$ cat config.mk
export PLATFORM = sky130hd
export DESIGN_NAME = rswc_reset_sleep_wake_control
export DESIGN_NICKNAME = d
export VERILOG_FILES = /design/src/rswc_pkg.sv /design/src/rswc_reset_sleep_wake_control.sv
export VERILOG_INCLUDE_DIRS = /design/src
export SDC_FILE = /design/constraint.sdc
export NUM_CORES = 1
export LEC_CHECK = 0
export BUFFER_PORTS_ARGS = -buffer_cell sky130_fd_sc_hd__buf_2
export CAP_MARGIN = 20
export CORE_UTILIZATION = 58
export CTS_BUF_LIST = sky130_fd_sc_hd__clkbuf_8
export DETAILED_ROUTE_END_ITERATION = 7
export HOLD_SLACK_MARGIN = 0.03
export PLACE_DENSITY_LB_ADDON = 0.2
export SLEW_MARGIN = 10
export SYNTH_ARGS = -nofsm -noshare
export SYNTH_HDL_FRONTEND = slang
export SYNTH_SLANG_ARGS = --single-unit
$ cat constraint.sdc
create_clock -name clk_sys -period 4.1 [get_ports clk_sys]
set_input_delay 0.82 -clock clk_sys [delete_from_list [all_inputs] [get_ports clk_sys]]
set_output_delay 0.82 -clock clk_sys [all_outputs]
set_load 0.1 [all_outputs]
$ cat src/rswc_params.svh
// Overview of operation
// - Reset on power-on, pin low, watchdog
// - Hold reset 18ms, or 500ms in LOW_FREQ_CRYSTAL_MODE
// - Program counter cleared to 000h on reset
// - All port pins become inputs on reset
// - Watchdog counter and prescaler cleared on reset
// - Oscillator runs or restarts on reset
// - Pin/watchdog reset clears timer option except interrupt flag
// - Only power-on clears the timer counter
// - Sleep stops oscillator, timers; watchdog cleared
// - Sleep during conversion keeps clocks running
// - Five wake sources; pin change, conversion and low voltage each with enable
// - Pin or watchdog wake does full reset
// - Other wakes resume at 0x8 or next
// - High-frequency crystal wake takes 2ms, LOW_FREQ_CRYSTAL_MODE takes 500ms
// - Oscillator settle: 32 clocks, 2ms+32, or 500ms with no clocks in LOW_FREQ_CRYSTAL_MODE
// - Conversion wake adds 15 ADC clock periods
// - Watchdog on, enables off: pin/watchdog only
// - Time-out/power-down flags record reset cause
// - Instructions update both flags, time-out only the time-out flag
// - Pin-change wake keeps control registers
`ifndef RSWC_PARAMS_SVH
`define RSWC_PARAMS_SVH
// Register indices; byte address is four times the index
`define RSWC_IDX_TMR_OPT 8'h01
`define RSWC_IDX_STATUS 8'h03
`define RSWC_IDX_WAKE 8'h0D
`define RSWC_IDX_WDT_CTL 8'h0E
`define RSWC_IDX_OSC_CFG 8'h10
// Field positions
`define RSWC_WDC_EN 7
`define RSWC_WDC_PSWE 5
`define RSWC_WDC_PSW_HI 4
`define RSWC_WDC_PSW_LO 2
`define RSWC_WUC_LOW_VOLTAGE_WAKE_EN 5
`define RSWC_WUC_PIN_CHANGE_WAKE_EN 4
`define RSWC_WUC_ADC_DONE_WAKE_EN 3
`define RSWC_TOP_INT 6
`define RSWC_ST_T 4
`define RSWC_ST_P 3
// Reset values and vectors
`define RSWC_WDC_RST 8'h00
`define RSWC_WUC_RST 8'h00
`define RSWC_TOP_RST 8'h00
`define RSWC_VEC_RESET 11'h000
`define RSWC_VEC_IRQ 11'h008
// Timing
`define RSWC_CLK_NS 8
`define RSWC_TICK_NS 1000
`define RSWC_TAD_NS 4000
`define RSWC_HOLD_US 18000
`define RSWC_HOLD_LXT_US 500000
`define RSWC_WAKE_HXT_US 2000
`define RSWC_WAKE_LXT_US 500000
`define RSWC_WDT_US 18000
`define RSWC_OSC_CLKS 32
`define RSWC_ADC_WAKE_TAD 15
`endif

$ cat src/rswc_pkg.sv
package rswc_pkg;
   typedef enum logic [2:0] {
      ST_HOLD = 3'b000,
      ST_RUN = 3'b001,
      ST_SLEEP = 3'b010,
      ST_WAKE_MS = 3'b011,
      ST_WAKE_CLK = 3'b100
   } rswc_state_e;
   typedef enum logic [1:0] {
      OSC_RC = 2'b00,
      OSC_HXT = 2'b01,
      OSC_LXT = 2'b10
   } rswc_osc_e;
   // Single-cycle instruction strobes from the core
   typedef struct packed {
      logic sleep_instr;
      logic watchdog_clear_instr;
      logic global_irq_on_instr;
      logic global_irq_off_instr;
   } rswc_instr_s;
   // Wake event levels from peripherals
   typedef struct packed {
      logic pin_change;
      logic adc_done;
      logic low_voltage;
   } rswc_wake_s;
   // Clock run controls toward the oscillator and timers
   typedef struct packed {
      logic osc_run;
      logic timers_run;
   } rswc_run_s;
endpackage : rswc_pkg

$ cat src/rswc_reset_sleep_wake_control.sv
`timescale 1ns/100ps
`include "rswc_params.svh"
module rswc_reset_sleep_wake_control
   import rswc_pkg::*;
#(
   parameter int CNT_W = 20,
   parameter int HOLD_TICKS = `RSWC_HOLD_US * 1000 / `RSWC_TICK_NS,
   parameter int HOLD_LXT_TICKS =
      `RSWC_HOLD_LXT_US * 1000 / `RSWC_TICK_NS,
   parameter int WAKE_HXT_TICKS =
      `RSWC_WAKE_HXT_US * 1000 / `RSWC_TICK_NS,
   parameter int WAKE_LXT_TICKS =
      `RSWC_WAKE_LXT_US * 1000 / `RSWC_TICK_NS,
   parameter int WDT_TICKS = `RSWC_WDT_US * 1000 / `RSWC_TICK_NS,
   parameter int ADC_WAKE_CLKS =
      `RSWC_ADC_WAKE_TAD * `RSWC_TAD_NS / `RSWC_CLK_NS
) (
   input wire logic clk_sys,
   input wire logic reset,
   input wire logic psel,
   input wire logic penable,
   input wire logic pwrite,
   input wire logic [11:0] paddr,
   input wire logic [31:0] pwdata,
   output logic pready,
   output logic [31:0] prdata,
   output logic pslverr,
   input wire logic ext_reset_n,
   input wire logic wdt_tick,
   input wire logic adc_busy,
   input wire logic tcc_overflow,
   input wire rswc_instr_s instr,
   input wire rswc_wake_s wake,
   output logic core_reset,
   output logic pc_load,
   output logic [10:0] pc_vector,
   output logic resume_next,
   output logic ctrl_defaults,
   output logic tcc_clear,
   output logic sleeping,
   output rswc_run_s run_ctl
);
   localparam logic [15:0] OSC_CLKS = 16'(`RSWC_OSC_CLKS);
   localparam logic [15:0] ADC_CLKS = 16'(ADC_WAKE_CLKS);

   rswc_state_e state_q;
   logic [CNT_W-1:0] cnt_q;
   logic [15:0] ccnt_q;
   logic [15:0] clk_last_q;
   logic [CNT_W-1:0] wcnt_q;
   logic [7:0] presc_q;
   logic [7:0] wdc_q;
   logic [7:0] wuc_q;
   logic [7:0] top_q;
   logic [1:0] osc_cfg_q;
   logic flag_t_q;
   logic flag_p_q;
   logic gie_q;
   logic sleep_adc_q;
   logic pready_q;
   logic [31:0] prdata_q;
   logic pslverr_q;
   logic core_reset_q;
   logic pc_load_q;
   logic [10:0] pc_vector_q;
   logic resume_next_q;
   logic ctrl_defaults_q;
   logic tcc_clear_q;
   rswc_run_s run_q;

   logic pin_low;
   logic wdt_en;
   logic [7:0] presc_mask;
   logic wdt_step;
   logic wdt_timeout;
   logic full_rst;
   logic wake_any;
   logic running;
   logic [CNT_W-1:0] hold_last;
   logic [CNT_W-1:0] wake_ms_last;
   logic [15:0] clk_need;
   logic acc;
   logic wr_en;
   logic [7:0] idx;
   logic mapped;

   // Decode of reset causes; the pin is sampled as a synchronous level
   assign pin_low = ~ext_reset_n;
   assign wdt_en = wdc_q[`RSWC_WDC_EN];
   assign presc_mask = 8'((9'h002 << wdc_q[`RSWC_WDC_PSW_HI:
      `RSWC_WDC_PSW_LO]) - 9'h001);
   // Prescaled watchdog step on the RC tick
   assign wdt_step = wdt_tick & (~wdc_q[`RSWC_WDC_PSWE] |
      ((presc_q & presc_mask) == presc_mask));
   assign wdt_timeout = wdt_en & wdt_step &
      (wcnt_q == CNT_W'(WDT_TICKS - 1));
   assign full_rst = pin_low | wdt_timeout;
   assign running = (state_q == ST_RUN);
   // all enables clear leaves pin/watchdog only
   assign wake_any = (wake.pin_change & wuc_q[`RSWC_WUC_PIN_CHANGE_WAKE_EN]) |
      (wake.adc_done & wuc_q[`RSWC_WUC_ADC_DONE_WAKE_EN]) |
      (wake.low_voltage & wuc_q[`RSWC_WUC_LOW_VOLTAGE_WAKE_EN]);
   assign hold_last = (osc_cfg_q == OSC_LXT) ?
      CNT_W'(HOLD_LXT_TICKS - 1) : CNT_W'(HOLD_TICKS - 1);
   // millisecond part of the wake delay
   assign wake_ms_last = (osc_cfg_q == OSC_LXT) ?
      CNT_W'(WAKE_LXT_TICKS - 1) : CNT_W'(WAKE_HXT_TICKS - 1);
   assign clk_need = ((osc_cfg_q == OSC_LXT) ? 16'h0000 : OSC_CLKS) +
      (wake.adc_done & wuc_q[`RSWC_WUC_ADC_DONE_WAKE_EN] ? ADC_CLKS : 16'h0000);

   // Reset and wake sequencer; outputs are set on transitions
   always_ff @(posedge clk_sys or posedge reset) begin
      if (reset) begin
         state_q <= ST_HOLD;
         cnt_q <= '0;
         ccnt_q <= 16'h0000;
         clk_last_q <= 16'h0000;
         sleep_adc_q <= 1'b0;
         core_reset_q <= 1'b1;
         pc_load_q <= 1'b1;
         pc_vector_q <= `RSWC_VEC_RESET;
         resume_next_q <= 1'b0;
         ctrl_defaults_q <= 1'b1;
         tcc_clear_q <= 1'b1;
         run_q <= 2'b11;
      end else begin
         pc_load_q <= 1'b0;
         resume_next_q <= 1'b0;
         ctrl_defaults_q <= 1'b0;
         // counter clear belongs to power-on only
         tcc_clear_q <= 1'b0;
         if (full_rst) begin
            // pin or watchdog restarts the hold
            state_q <= ST_HOLD;
            cnt_q <= '0;
            core_reset_q <= 1'b1;
            pc_load_q <= 1'b1;
            pc_vector_q <= `RSWC_VEC_RESET;
            ctrl_defaults_q <= 1'b1;
            // oscillator restarts if it was stopped
            run_q <= 2'b11;
         end else begin
            unique case (state_q)
               ST_HOLD: begin
                  if (wdt_tick) begin
                     if (cnt_q == hold_last) begin
                        state_q <= ST_RUN;
                        core_reset_q <= 1'b0;
                        cnt_q <= '0;
                     end else begin
                        cnt_q <= cnt_q + CNT_W'(1);
                     end
                  end
               end
               ST_RUN: begin
                  if (instr.sleep_instr) begin
                     state_q <= ST_SLEEP;
                     sleep_adc_q <= adc_busy;
                     run_q <= adc_busy ? 2'b11 : 2'b00;
                  end
               end
               ST_SLEEP: begin
                  if (wake_any) begin
                     // Oscillator restarts at once to settle
                     run_q.osc_run <= 1'b1;
                     cnt_q <= '0;
                     ccnt_q <= 16'h0000;
                     clk_last_q <= (clk_need == 16'h0000) ?
                        16'h0000 : clk_need - 16'h0001;
                     state_q <= (osc_cfg_q == OSC_RC) ?
                        ST_WAKE_CLK : ST_WAKE_MS;
                  end
               end
               ST_WAKE_MS: begin
                  if (wdt_tick) begin
                     if (cnt_q == wake_ms_last) begin
                        state_q <= ST_WAKE_CLK;
                        cnt_q <= '0;
                     end else begin
                        cnt_q <= cnt_q + CNT_W'(1);
                     end
                  end
               end
               ST_WAKE_CLK: begin
                  if (ccnt_q == clk_last_q) begin
                     state_q <= ST_RUN;
                     run_q <= 2'b11;
                     sleep_adc_q <= 1'b0;
                     if (gie_q) begin
                        pc_load_q <= 1'b1;
                        pc_vector_q <= `RSWC_VEC_IRQ;
                     end else begin
                        resume_next_q <= 1'b1;
                     end
                  end else begin
                     ccnt_q <= ccnt_q + 16'h0001;
                  end
               end
               default: begin
                  state_q <= ST_HOLD;
               end
            endcase
         end
      end
   end

   // Watchdog counter and prescaler, both on the RC tick
   always_ff @(posedge clk_sys or posedge reset) begin
      if (reset) begin
         presc_q <= 8'h00;
         wcnt_q <= '0;
      end else if (full_rst || state_q == ST_HOLD) begin
         presc_q <= 8'h00;
         wcnt_q <= '0;
      end else if (running &&
         (instr.watchdog_clear_instr || instr.sleep_instr)) begin
         // sleep clears the watchdog, which keeps counting
         presc_q <= 8'h00;
         wcnt_q <= '0;
      end else if (wdt_en && wdt_tick) begin
         presc_q <= presc_q + 8'h01;
         if (wdt_step) begin
            wcnt_q <= wcnt_q + CNT_W'(1);
         end
      end
   end

   // Time-out and power-down flags; time-out wins over instructions
   always_ff @(posedge clk_sys or posedge reset) begin
      if (reset) begin
         flag_t_q <= 1'b1;
         flag_p_q <= 1'b1;
      end else if (wdt_timeout) begin
         flag_t_q <= 1'b0;
      end else if (pin_low) begin
         // pin in sleep gives 1,0; in operation kept
         if (state_q == ST_SLEEP) begin
            flag_t_q <= 1'b1;
            flag_p_q <= 1'b0;
         end
      end else if (state_q == ST_SLEEP && wake_any) begin
         flag_t_q <= 1'b1;
         flag_p_q <= 1'b0;
      end else if (running && instr.sleep_instr) begin
         flag_t_q <= 1'b1;
         flag_p_q <= 1'b0;
      end else if (running && instr.watchdog_clear_instr) begin
         flag_t_q <= 1'b1;
         flag_p_q <= 1'b1;
      end
   end

   // Global interrupt enable as set by the core's instructions
   always_ff @(posedge clk_sys or posedge reset) begin
      if (reset) begin
         gie_q <= 1'b0;
      end else if (full_rst) begin
         gie_q <= 1'b0;
      end else if (instr.global_irq_on_instr) begin
         gie_q <= 1'b1;
      end else if (instr.global_irq_off_instr) begin
         gie_q <= 1'b0;
      end
   end

   // APB slave: one wait state, write at the completing edge
   assign acc = psel & penable;
   assign wr_en = acc & pready_q & pwrite;
   assign idx = paddr[9:2];
   assign mapped = (paddr[11:10] == 2'b00) &&
      (idx == `RSWC_IDX_TMR_OPT || idx == `RSWC_IDX_STATUS ||
       idx == `RSWC_IDX_WAKE || idx == `RSWC_IDX_WDT_CTL ||
       idx == `RSWC_IDX_OSC_CFG);

   always_ff @(posedge clk_sys or posedge reset) begin
      if (reset) begin
         pready_q <= 1'b0;
         prdata_q <= 32'h00000000;
         pslverr_q <= 1'b0;
      end else if (acc && !pready_q) begin
         pready_q <= 1'b1;
         pslverr_q <= ~mapped;
         prdata_q <= 32'h00000000;
         if (paddr[11:10] == 2'b00) begin
            unique case (idx)
               `RSWC_IDX_TMR_OPT: prdata_q[7:0] <= top_q;
               `RSWC_IDX_STATUS: begin
                  prdata_q[`RSWC_ST_T] <= flag_t_q;
                  prdata_q[`RSWC_ST_P] <= flag_p_q;
               end
               `RSWC_IDX_WAKE: prdata_q[7:0] <= wuc_q;
               `RSWC_IDX_WDT_CTL: prdata_q[7:0] <= wdc_q;
               `RSWC_IDX_OSC_CFG: prdata_q[1:0] <= osc_cfg_q;
               default: prdata_q <= 32'h00000000;
            endcase
         end
      end else begin
         pready_q <= 1'b0;
         pslverr_q <= 1'b0;
      end
   end

   // Control registers; pin-change wake never touches them
   always_ff @(posedge clk_sys or posedge reset) begin
      if (reset) begin
         wdc_q <= `RSWC_WDC_RST;
         wuc_q <= `RSWC_WUC_RST;
      end else if (full_rst) begin
         // pin and watchdog resets restore defaults
         wdc_q <= `RSWC_WDC_RST;
         wuc_q <= `RSWC_WUC_RST;
      end else if (wr_en && paddr[11:10] == 2'b00) begin
         if (idx == `RSWC_IDX_WDT_CTL) begin
            wdc_q <= {pwdata[7:2], 2'b00};
         end
         if (idx == `RSWC_IDX_WAKE) begin
            wuc_q <= {2'b00, pwdata[5:3], 3'b000};
         end
      end
   end

   // Timer option: interrupt flag survives soft resets, set wins
   always_ff @(posedge clk_sys or posedge reset) begin
      if (reset) begin
         top_q <= `RSWC_TOP_RST;
      end else begin
         if (full_rst) begin
            // all zero except the interrupt flag
            top_q <= `RSWC_TOP_RST | (top_q & 8'h40);
         end else if (wr_en && paddr[11:10] == 2'b00 &&
            idx == `RSWC_IDX_TMR_OPT) begin
            top_q <= pwdata[7:0];
         end
         if (tcc_overflow) begin
            top_q[`RSWC_TOP_INT] <= 1'b1;
         end
      end
   end

   // Oscillator mode only changes by software; power-on picks RC
   always_ff @(posedge clk_sys or posedge reset) begin
      if (reset) begin
         osc_cfg_q <= OSC_RC;
      end else if (wr_en && paddr[11:10] == 2'b00 &&
         idx == `RSWC_IDX_OSC_CFG) begin
         osc_cfg_q <= pwdata[1:0];
      end
   end

   // Sleep indicator for the core and power logic
   logic sleeping_q;
   always_ff @(posedge clk_sys or posedge reset) begin
      if (reset) begin
         sleeping_q <= 1'b0;
      end else begin
         sleeping_q <= (state_q == ST_SLEEP) & ~full_rst & ~wake_any;
      end
   end

   assign pready = pready_q;
   assign prdata = prdata_q;
   assign pslverr = pslverr_q;
   assign core_reset = core_reset_q;
   assign pc_load = pc_load_q;
   assign pc_vector = pc_vector_q;
   assign resume_next = resume_next_q;
   assign ctrl_defaults = ctrl_defaults_q;
   assign tcc_clear = tcc_clear_q;
   assign sleeping = sleeping_q;
   assign run_ctl = run_q;
endmodule : rswc_reset_sleep_wake_control

# Yosys cells after proc, flatten, opt, wreduce, memory -nomap -nowiden
# Index checks and enable logic that the tools add are counted.
# totals
ramBits,0
output_inout_bits,53
mem_count,0
rom_bits,0
latchBits,0
word_cells,223
regBits,165
# op_classes
mul,0
muxes,85
div_mod_pow,0
n_reduce_logical,55
shift,1
magnitude_cmp,0
add_sub_neg,7
n_eq_ne,27
n_bitwise,22
# ops
op,n
two-way mux 20 bit,10
two-way mux 8 bit,12
case mux 20 bit (3 select lines),1
two-way mux 16 bit,3
two-way mux 11 bit,4
"adder 20 x 1 -> 20 bit, second input constant",2
== test 20 x 19 -> 1 bit,2
two-way mux 19 bit,2
case mux 16 bit (2 select lines),1
two-way mux 1 bit,30
two-way mux 3 bit,9
nonzero test 2 bit,13
"inequality test 3 bit, second input constant",7
"== test 20 x 15 -> 1 bit, second input constant",1
"adder 16 x 1 -> 16 bit, second input constant",1
== test 16 bit,1
"== test 8 x 4 -> 1 bit, second input constant",2
zero test 16 bit,1
case mux 2 bit (4 select lines),2
case mux 3 bit (5 select lines),1
AND reduction 3 bit,5
nonzero test 3 bit,5
"subtractor 14 x 1 -> 15 bit, second input constant",1
adder 6 x 13 -> 14 bit,1
33 further kinds,80

# Longest topological paths before layout
# depth
word_depth,12
mapped_depth,10

# Least setup slack after synthesis
# No wires, ideal clock.
# synth_path
path_type,input port to flip-flop
from,input wake[1] in the netlist's numbering
to,register cnt_q[17]
setup_time_ns,0.078
n_path_buf,1
arrival_time_ns,2.525
slack_ns,1.497
path_stages,7
path_cell_list,a222oi_1 or2_0 a311o_1 or2_1 buf_6 or4_1 a21oi_1
# synth_via
elab_chain_len,5
# synth_lines
item,line_no,source
start: declaration,rswc_reset_sleep_wake_control.sv:33,"input wire rswc_wake_s wake,"
bitwise AND 1 bit,rswc_reset_sleep_wake_control.sv:101,(wake.adc_done & wuc_q[`RSWC_WUC_ADC_DONE_WAKE_EN]) |
OR 1 bit (2 in a row),rswc_reset_sleep_wake_control.sv:100,assign wake_any = (wake.pin_change & wuc_q[`RSWC_WUC_PIN_CHANGE_WAKE_EN]) |
inequality test 3 bit (no source line),n/a,
AND reduction 4 bit (no source line),n/a,
end signal: assignment,rswc_reset_sleep_wake_control.sv:151,cnt_q <= cnt_q + CNT_W'(1);
end signal: assignment,rswc_reset_sleep_wake_control.sv:180,cnt_q <= cnt_q + CNT_W'(1);
end: declaration,rswc_reset_sleep_wake_control.sv:47,logic [CNT_W-1:0] cnt_q;
# No other way between the ends.
# A chain may end at the register's enable or synchronous reset.

# Worst setup path in the final report
# layout_path
from,register osc_cfg_q[1]
to,register cnt_q[18]
# layout_via
elab_chain_len,7
# layout_lines
item,line_no,source
start: declaration,rswc_reset_sleep_wake_control.sv:55,logic [1:0] osc_cfg_q;
start signal: assignment,rswc_reset_sleep_wake_control.sv:346,osc_cfg_q <= pwdata[1:0];
== test 2 bit *,"rswc_reset_sleep_wake_control.sv:103, rswc_reset_sleep_wake_control.sv:106",
two-way mux 19 bit (on tied branches),"rswc_reset_sleep_wake_control.sv:106, rswc_reset_sleep_wake_control.sv:103",
== test 20 x 19 -> 1 bit (on tied branches),"rswc_reset_sleep_wake_control.sv:176, rswc_reset_sleep_wake_control.sv:146",
two-way mux 20 bit (on tied branches),"rswc_reset_sleep_wake_control.sv:176, rswc_reset_sleep_wake_control.sv:146",
two-way mux 20 bit (on tied branches),"rswc_reset_sleep_wake_control.sv:175, rswc_reset_sleep_wake_control.sv:145",
case mux 20 bit (3 select lines) *,rswc_reset_sleep_wake_control.sv:143,unique case (state_q)
two-way mux 20 bit *,rswc_reset_sleep_wake_control.sv:132,if (full_rst) begin
# Mark *: on every way between the ends. The rest lies on a longest branch, timed or not. The select of a mux whose other input is x is not followed.

==> results.toml <==
[synthesis]
async_flop_share = 1.000
synth_area_per_cell_um2 = 8.616
synth_top_family_by_area = "simple AND/OR/NAND/NOR gates"
synth_simple_gate_area_share = 0.2790
syn-instance-count = 736
synth-edff-count = 0
synth-seq-area-share = 0.4475
synth-seq-cells = 113
yosysWarnings = 0
synth_compound_area_frac = 0.1322
yosys_most_used_dff = "dfrtp_1"
ys_types = 58
synth_adder_area_share = 0.007893
synthXorXnorAreaFrac = 0.04696
syn_area_um2 = 6341
synthMuxAreaShare = 0.01500

[global_routing]
grtUsageMet3 = 0.07480
grt_pass1_vias = 4945
met2_usage = 0.4175
use_met1 = 0.3390
grt_usage = 0.2591
grt_first_pass_wirelength_um = 23180
grt_overflow = 0
top_usage_layer = "met2"
grt_max_degree = 61
antenna_found_initial = 0

[setup_path]
endpoint_kind = "flop"
crit_path_start_kind = "flop"
ff2ff_setup_slack_ps = 1010
arrival_ps = 3450
r2r_start = "osc_cfg_q[1]"
cp_max_fo = 20
path_class = "reg -> reg"
r2r_cells = 8
crit_required_ps = 4460
r2r-end = "cnt_q[18]"

[timing]
rsz0062_at_grt = "false"
fin_crit_sh = 0.7539
worst_slew_pin_slew_ps = 889.3
maxSlewViolCount = 0
tns_ps = 0
timing.fmax_mhz = 323.5
hold_viol = 0
relSlewSlack = 0.4049
setup_violations = 0
finClkSkew_ps = 9.783
final.min_clock_period_ps = 3091

[cts]
cts_sinks = 113
cts.reportedPaths.clkPinSlew_ps = 60
cts_tree = "done"
cts.repair.resized = 0
cts_hold_buf = 0
cts_htree_levels = 4
ctsRootBufferMaster = "clkbuf_8"
cts_buffers = 17
cts_buffer_depth = 2
insertion_delay_ps = 440
post_cts_buffers = 0

[placed_design]
port_buffers = 52
hpwl_um = 9424
place_area_um2 = 6574
place.gp.congestion = 0.8774

[layout]
seqCellArea_um2 = 2838
areaGrowthSynthToFinish_pct = 9.037
postLayoutCellArea_um2 = 6914
multi_input_comb_area_um2 = 3183
n_antenna_cell = 0
fill_cells = 888
nNetsFinal = 848
drive_above_1_share = 0.1430
fin_util = 0.6608

[die]
fp.dieArea_um2 = 11360
dieWidth_um = 106.6
start_util = 0.6061
fp-row-count = 37
io_pins = 113
core_area_um2 = 10460
fp.dieH_um = 106.6

[pwr]
p_per_area_nw_per_um2 = 329.5
peakVddDrop_mv = 0.2576
p_leak_nw = 2.856
finalPower_mw = 2.278

[drt]
drt-initial-drc-count = 357
drc = 0
antenna_left = 0
via_count = 5401
drt-wirelength-per-cell_um = 14.83
via_per_inst = 5.789
drt-pass1-iter-count = 4
wirelength_um = 13830

[worst_hold_path]
hp-start = "gie_q"
min_path_cells = 1
min_to = "resume_next"
hold_path.class = "reg -> reg"

[job]
drv_cap = 0

[outcome]
status = "complete, no violations"
synthesized netlist by cell type (16+ instances only):
master,instances,area (um^2)
dfrtp_1,105,2628
nor2_1,83,311.6
nand2_1,82,307.8
a21oi_1,61,305.3
nand3_1,40,200.2
buf_4,34,255.2
o21ai_0,34,170.2
xnor2_1,22,192.7
or3_1,20,125.1
nor3_1,19,95.09
clkbuf_1,18,67.56
nand4_1,16,100.1
o21ai_1,16,80.08
placed cells by master (no fill, tap or decap), drive strengths merged, types with 19 or more instances in the layout:
master  count
nand3      40
or3        20
nor2       83
dfrtp     105
nor3       19
xnor2      22
buf        62
conb       35
nand2      83
a21oi      62
o21ai      50
clkbuf     21
registers in the layout (all words and copies together) (netlist names), 2 cells and up:
register / flops
cnt_q: 20
wcnt_q: 20
ccnt_q: 16
prdata: 8
presc_q: 8
top_q: 8
wdc_q: 6
clk_last_q: 5
state_q: 3
wuc_q: 3
osc_cfg_q: 2
run_ctl: 2
stage by stage:
stage / setup slack [ps] / hold slack (ps) / instances
after floorplan: 305.9 / 430.3 / 770
after detailed placement: 956.0 / 453.5 / 901
after global routing: 762.9 / 472.7 / 933
after global placement: 998.1 / 453.7 / 901
after CTS: 1057 / 461.9 / 933
final: 1009 / 458.7 / 933
power breakdown:
group	internal, mW	leakage, nW	switching [mW]
Clock	0.464	0.197	0.433
Sequential	1.13	1.53	0.00750
Combinational	0.0285	1.13	0.219
Total	1.62	2.86	0.659
cells by family (layout without fill, tap and decap cells):
| kind of cell | Yosys count | in the layout |
|---|---|---|
| multiplexers | 9 | 9 |
| AO/OA/AOI/OAI | 146 | 146 |
| AND/OR/NAND/NOR | 350 | 350 |
| adder cells (fa/ha/maj) | 4 | 4 |
| buffers and inverters | 79 | 106 |
| other | 1 | 35 |
| XOR/XNOR | 34 | 34 |
| flip-flops | 113 | 113 |
cell type report:
class | instances | share of cell area
multi-input cells | 578 | 0.4604
flip-flops and latches | 113 | 0.4104
repair buffers | 62 | 0.04850
clock buffers | 21 | 0.04180
well taps | 136 | 0.02461
clock inverters | 11 | 0.007419
inverters | 12 | 0.006877
layer usage:
layer | vias to the layer above | wire, um | part of all wire
met4 | 0 | 119 | 0.0086
met1 | 2619 | 6331 | 0.46
li1 | 2629 | - | -
met3 | 11 | 661 | 0.048
met5 | - | 0 | 0
met2 | 142 | 6721 | 0.49
worst max-delay path, cell delays in order (launching register included):
cell and delay [ps]:
dfrtp_1 450, nor2b_1 560, nor4b_1 130, o2111ai_1 410
o21ai_1 100, buf_4 220, or2_1 430, or4_1 550
a21oi_1 170
worst max path at each step:
| stage | cells after the start | from | slack, ps | end |
|---|---|---|---|---|
| floorplan | 1 | reset | 310 | ccnt_q[0] |
| detailed placement | 9 | wdt_tick | 960 | ccnt_q[7] |
| finish | 8 | osc_cfg_q[1] | 1010 | cnt_q[18] |
| global route | 8 | osc_cfg_q[1] | 760 | cnt_q[18] |
| global placement | 8 | wdt_tick | 1000 | ccnt_q[0] |
| CTS | 8 | osc_cfg_q[1] | 1060 | cnt_q[18] |
Note: power is estimated with default switching activity, not from simulation.
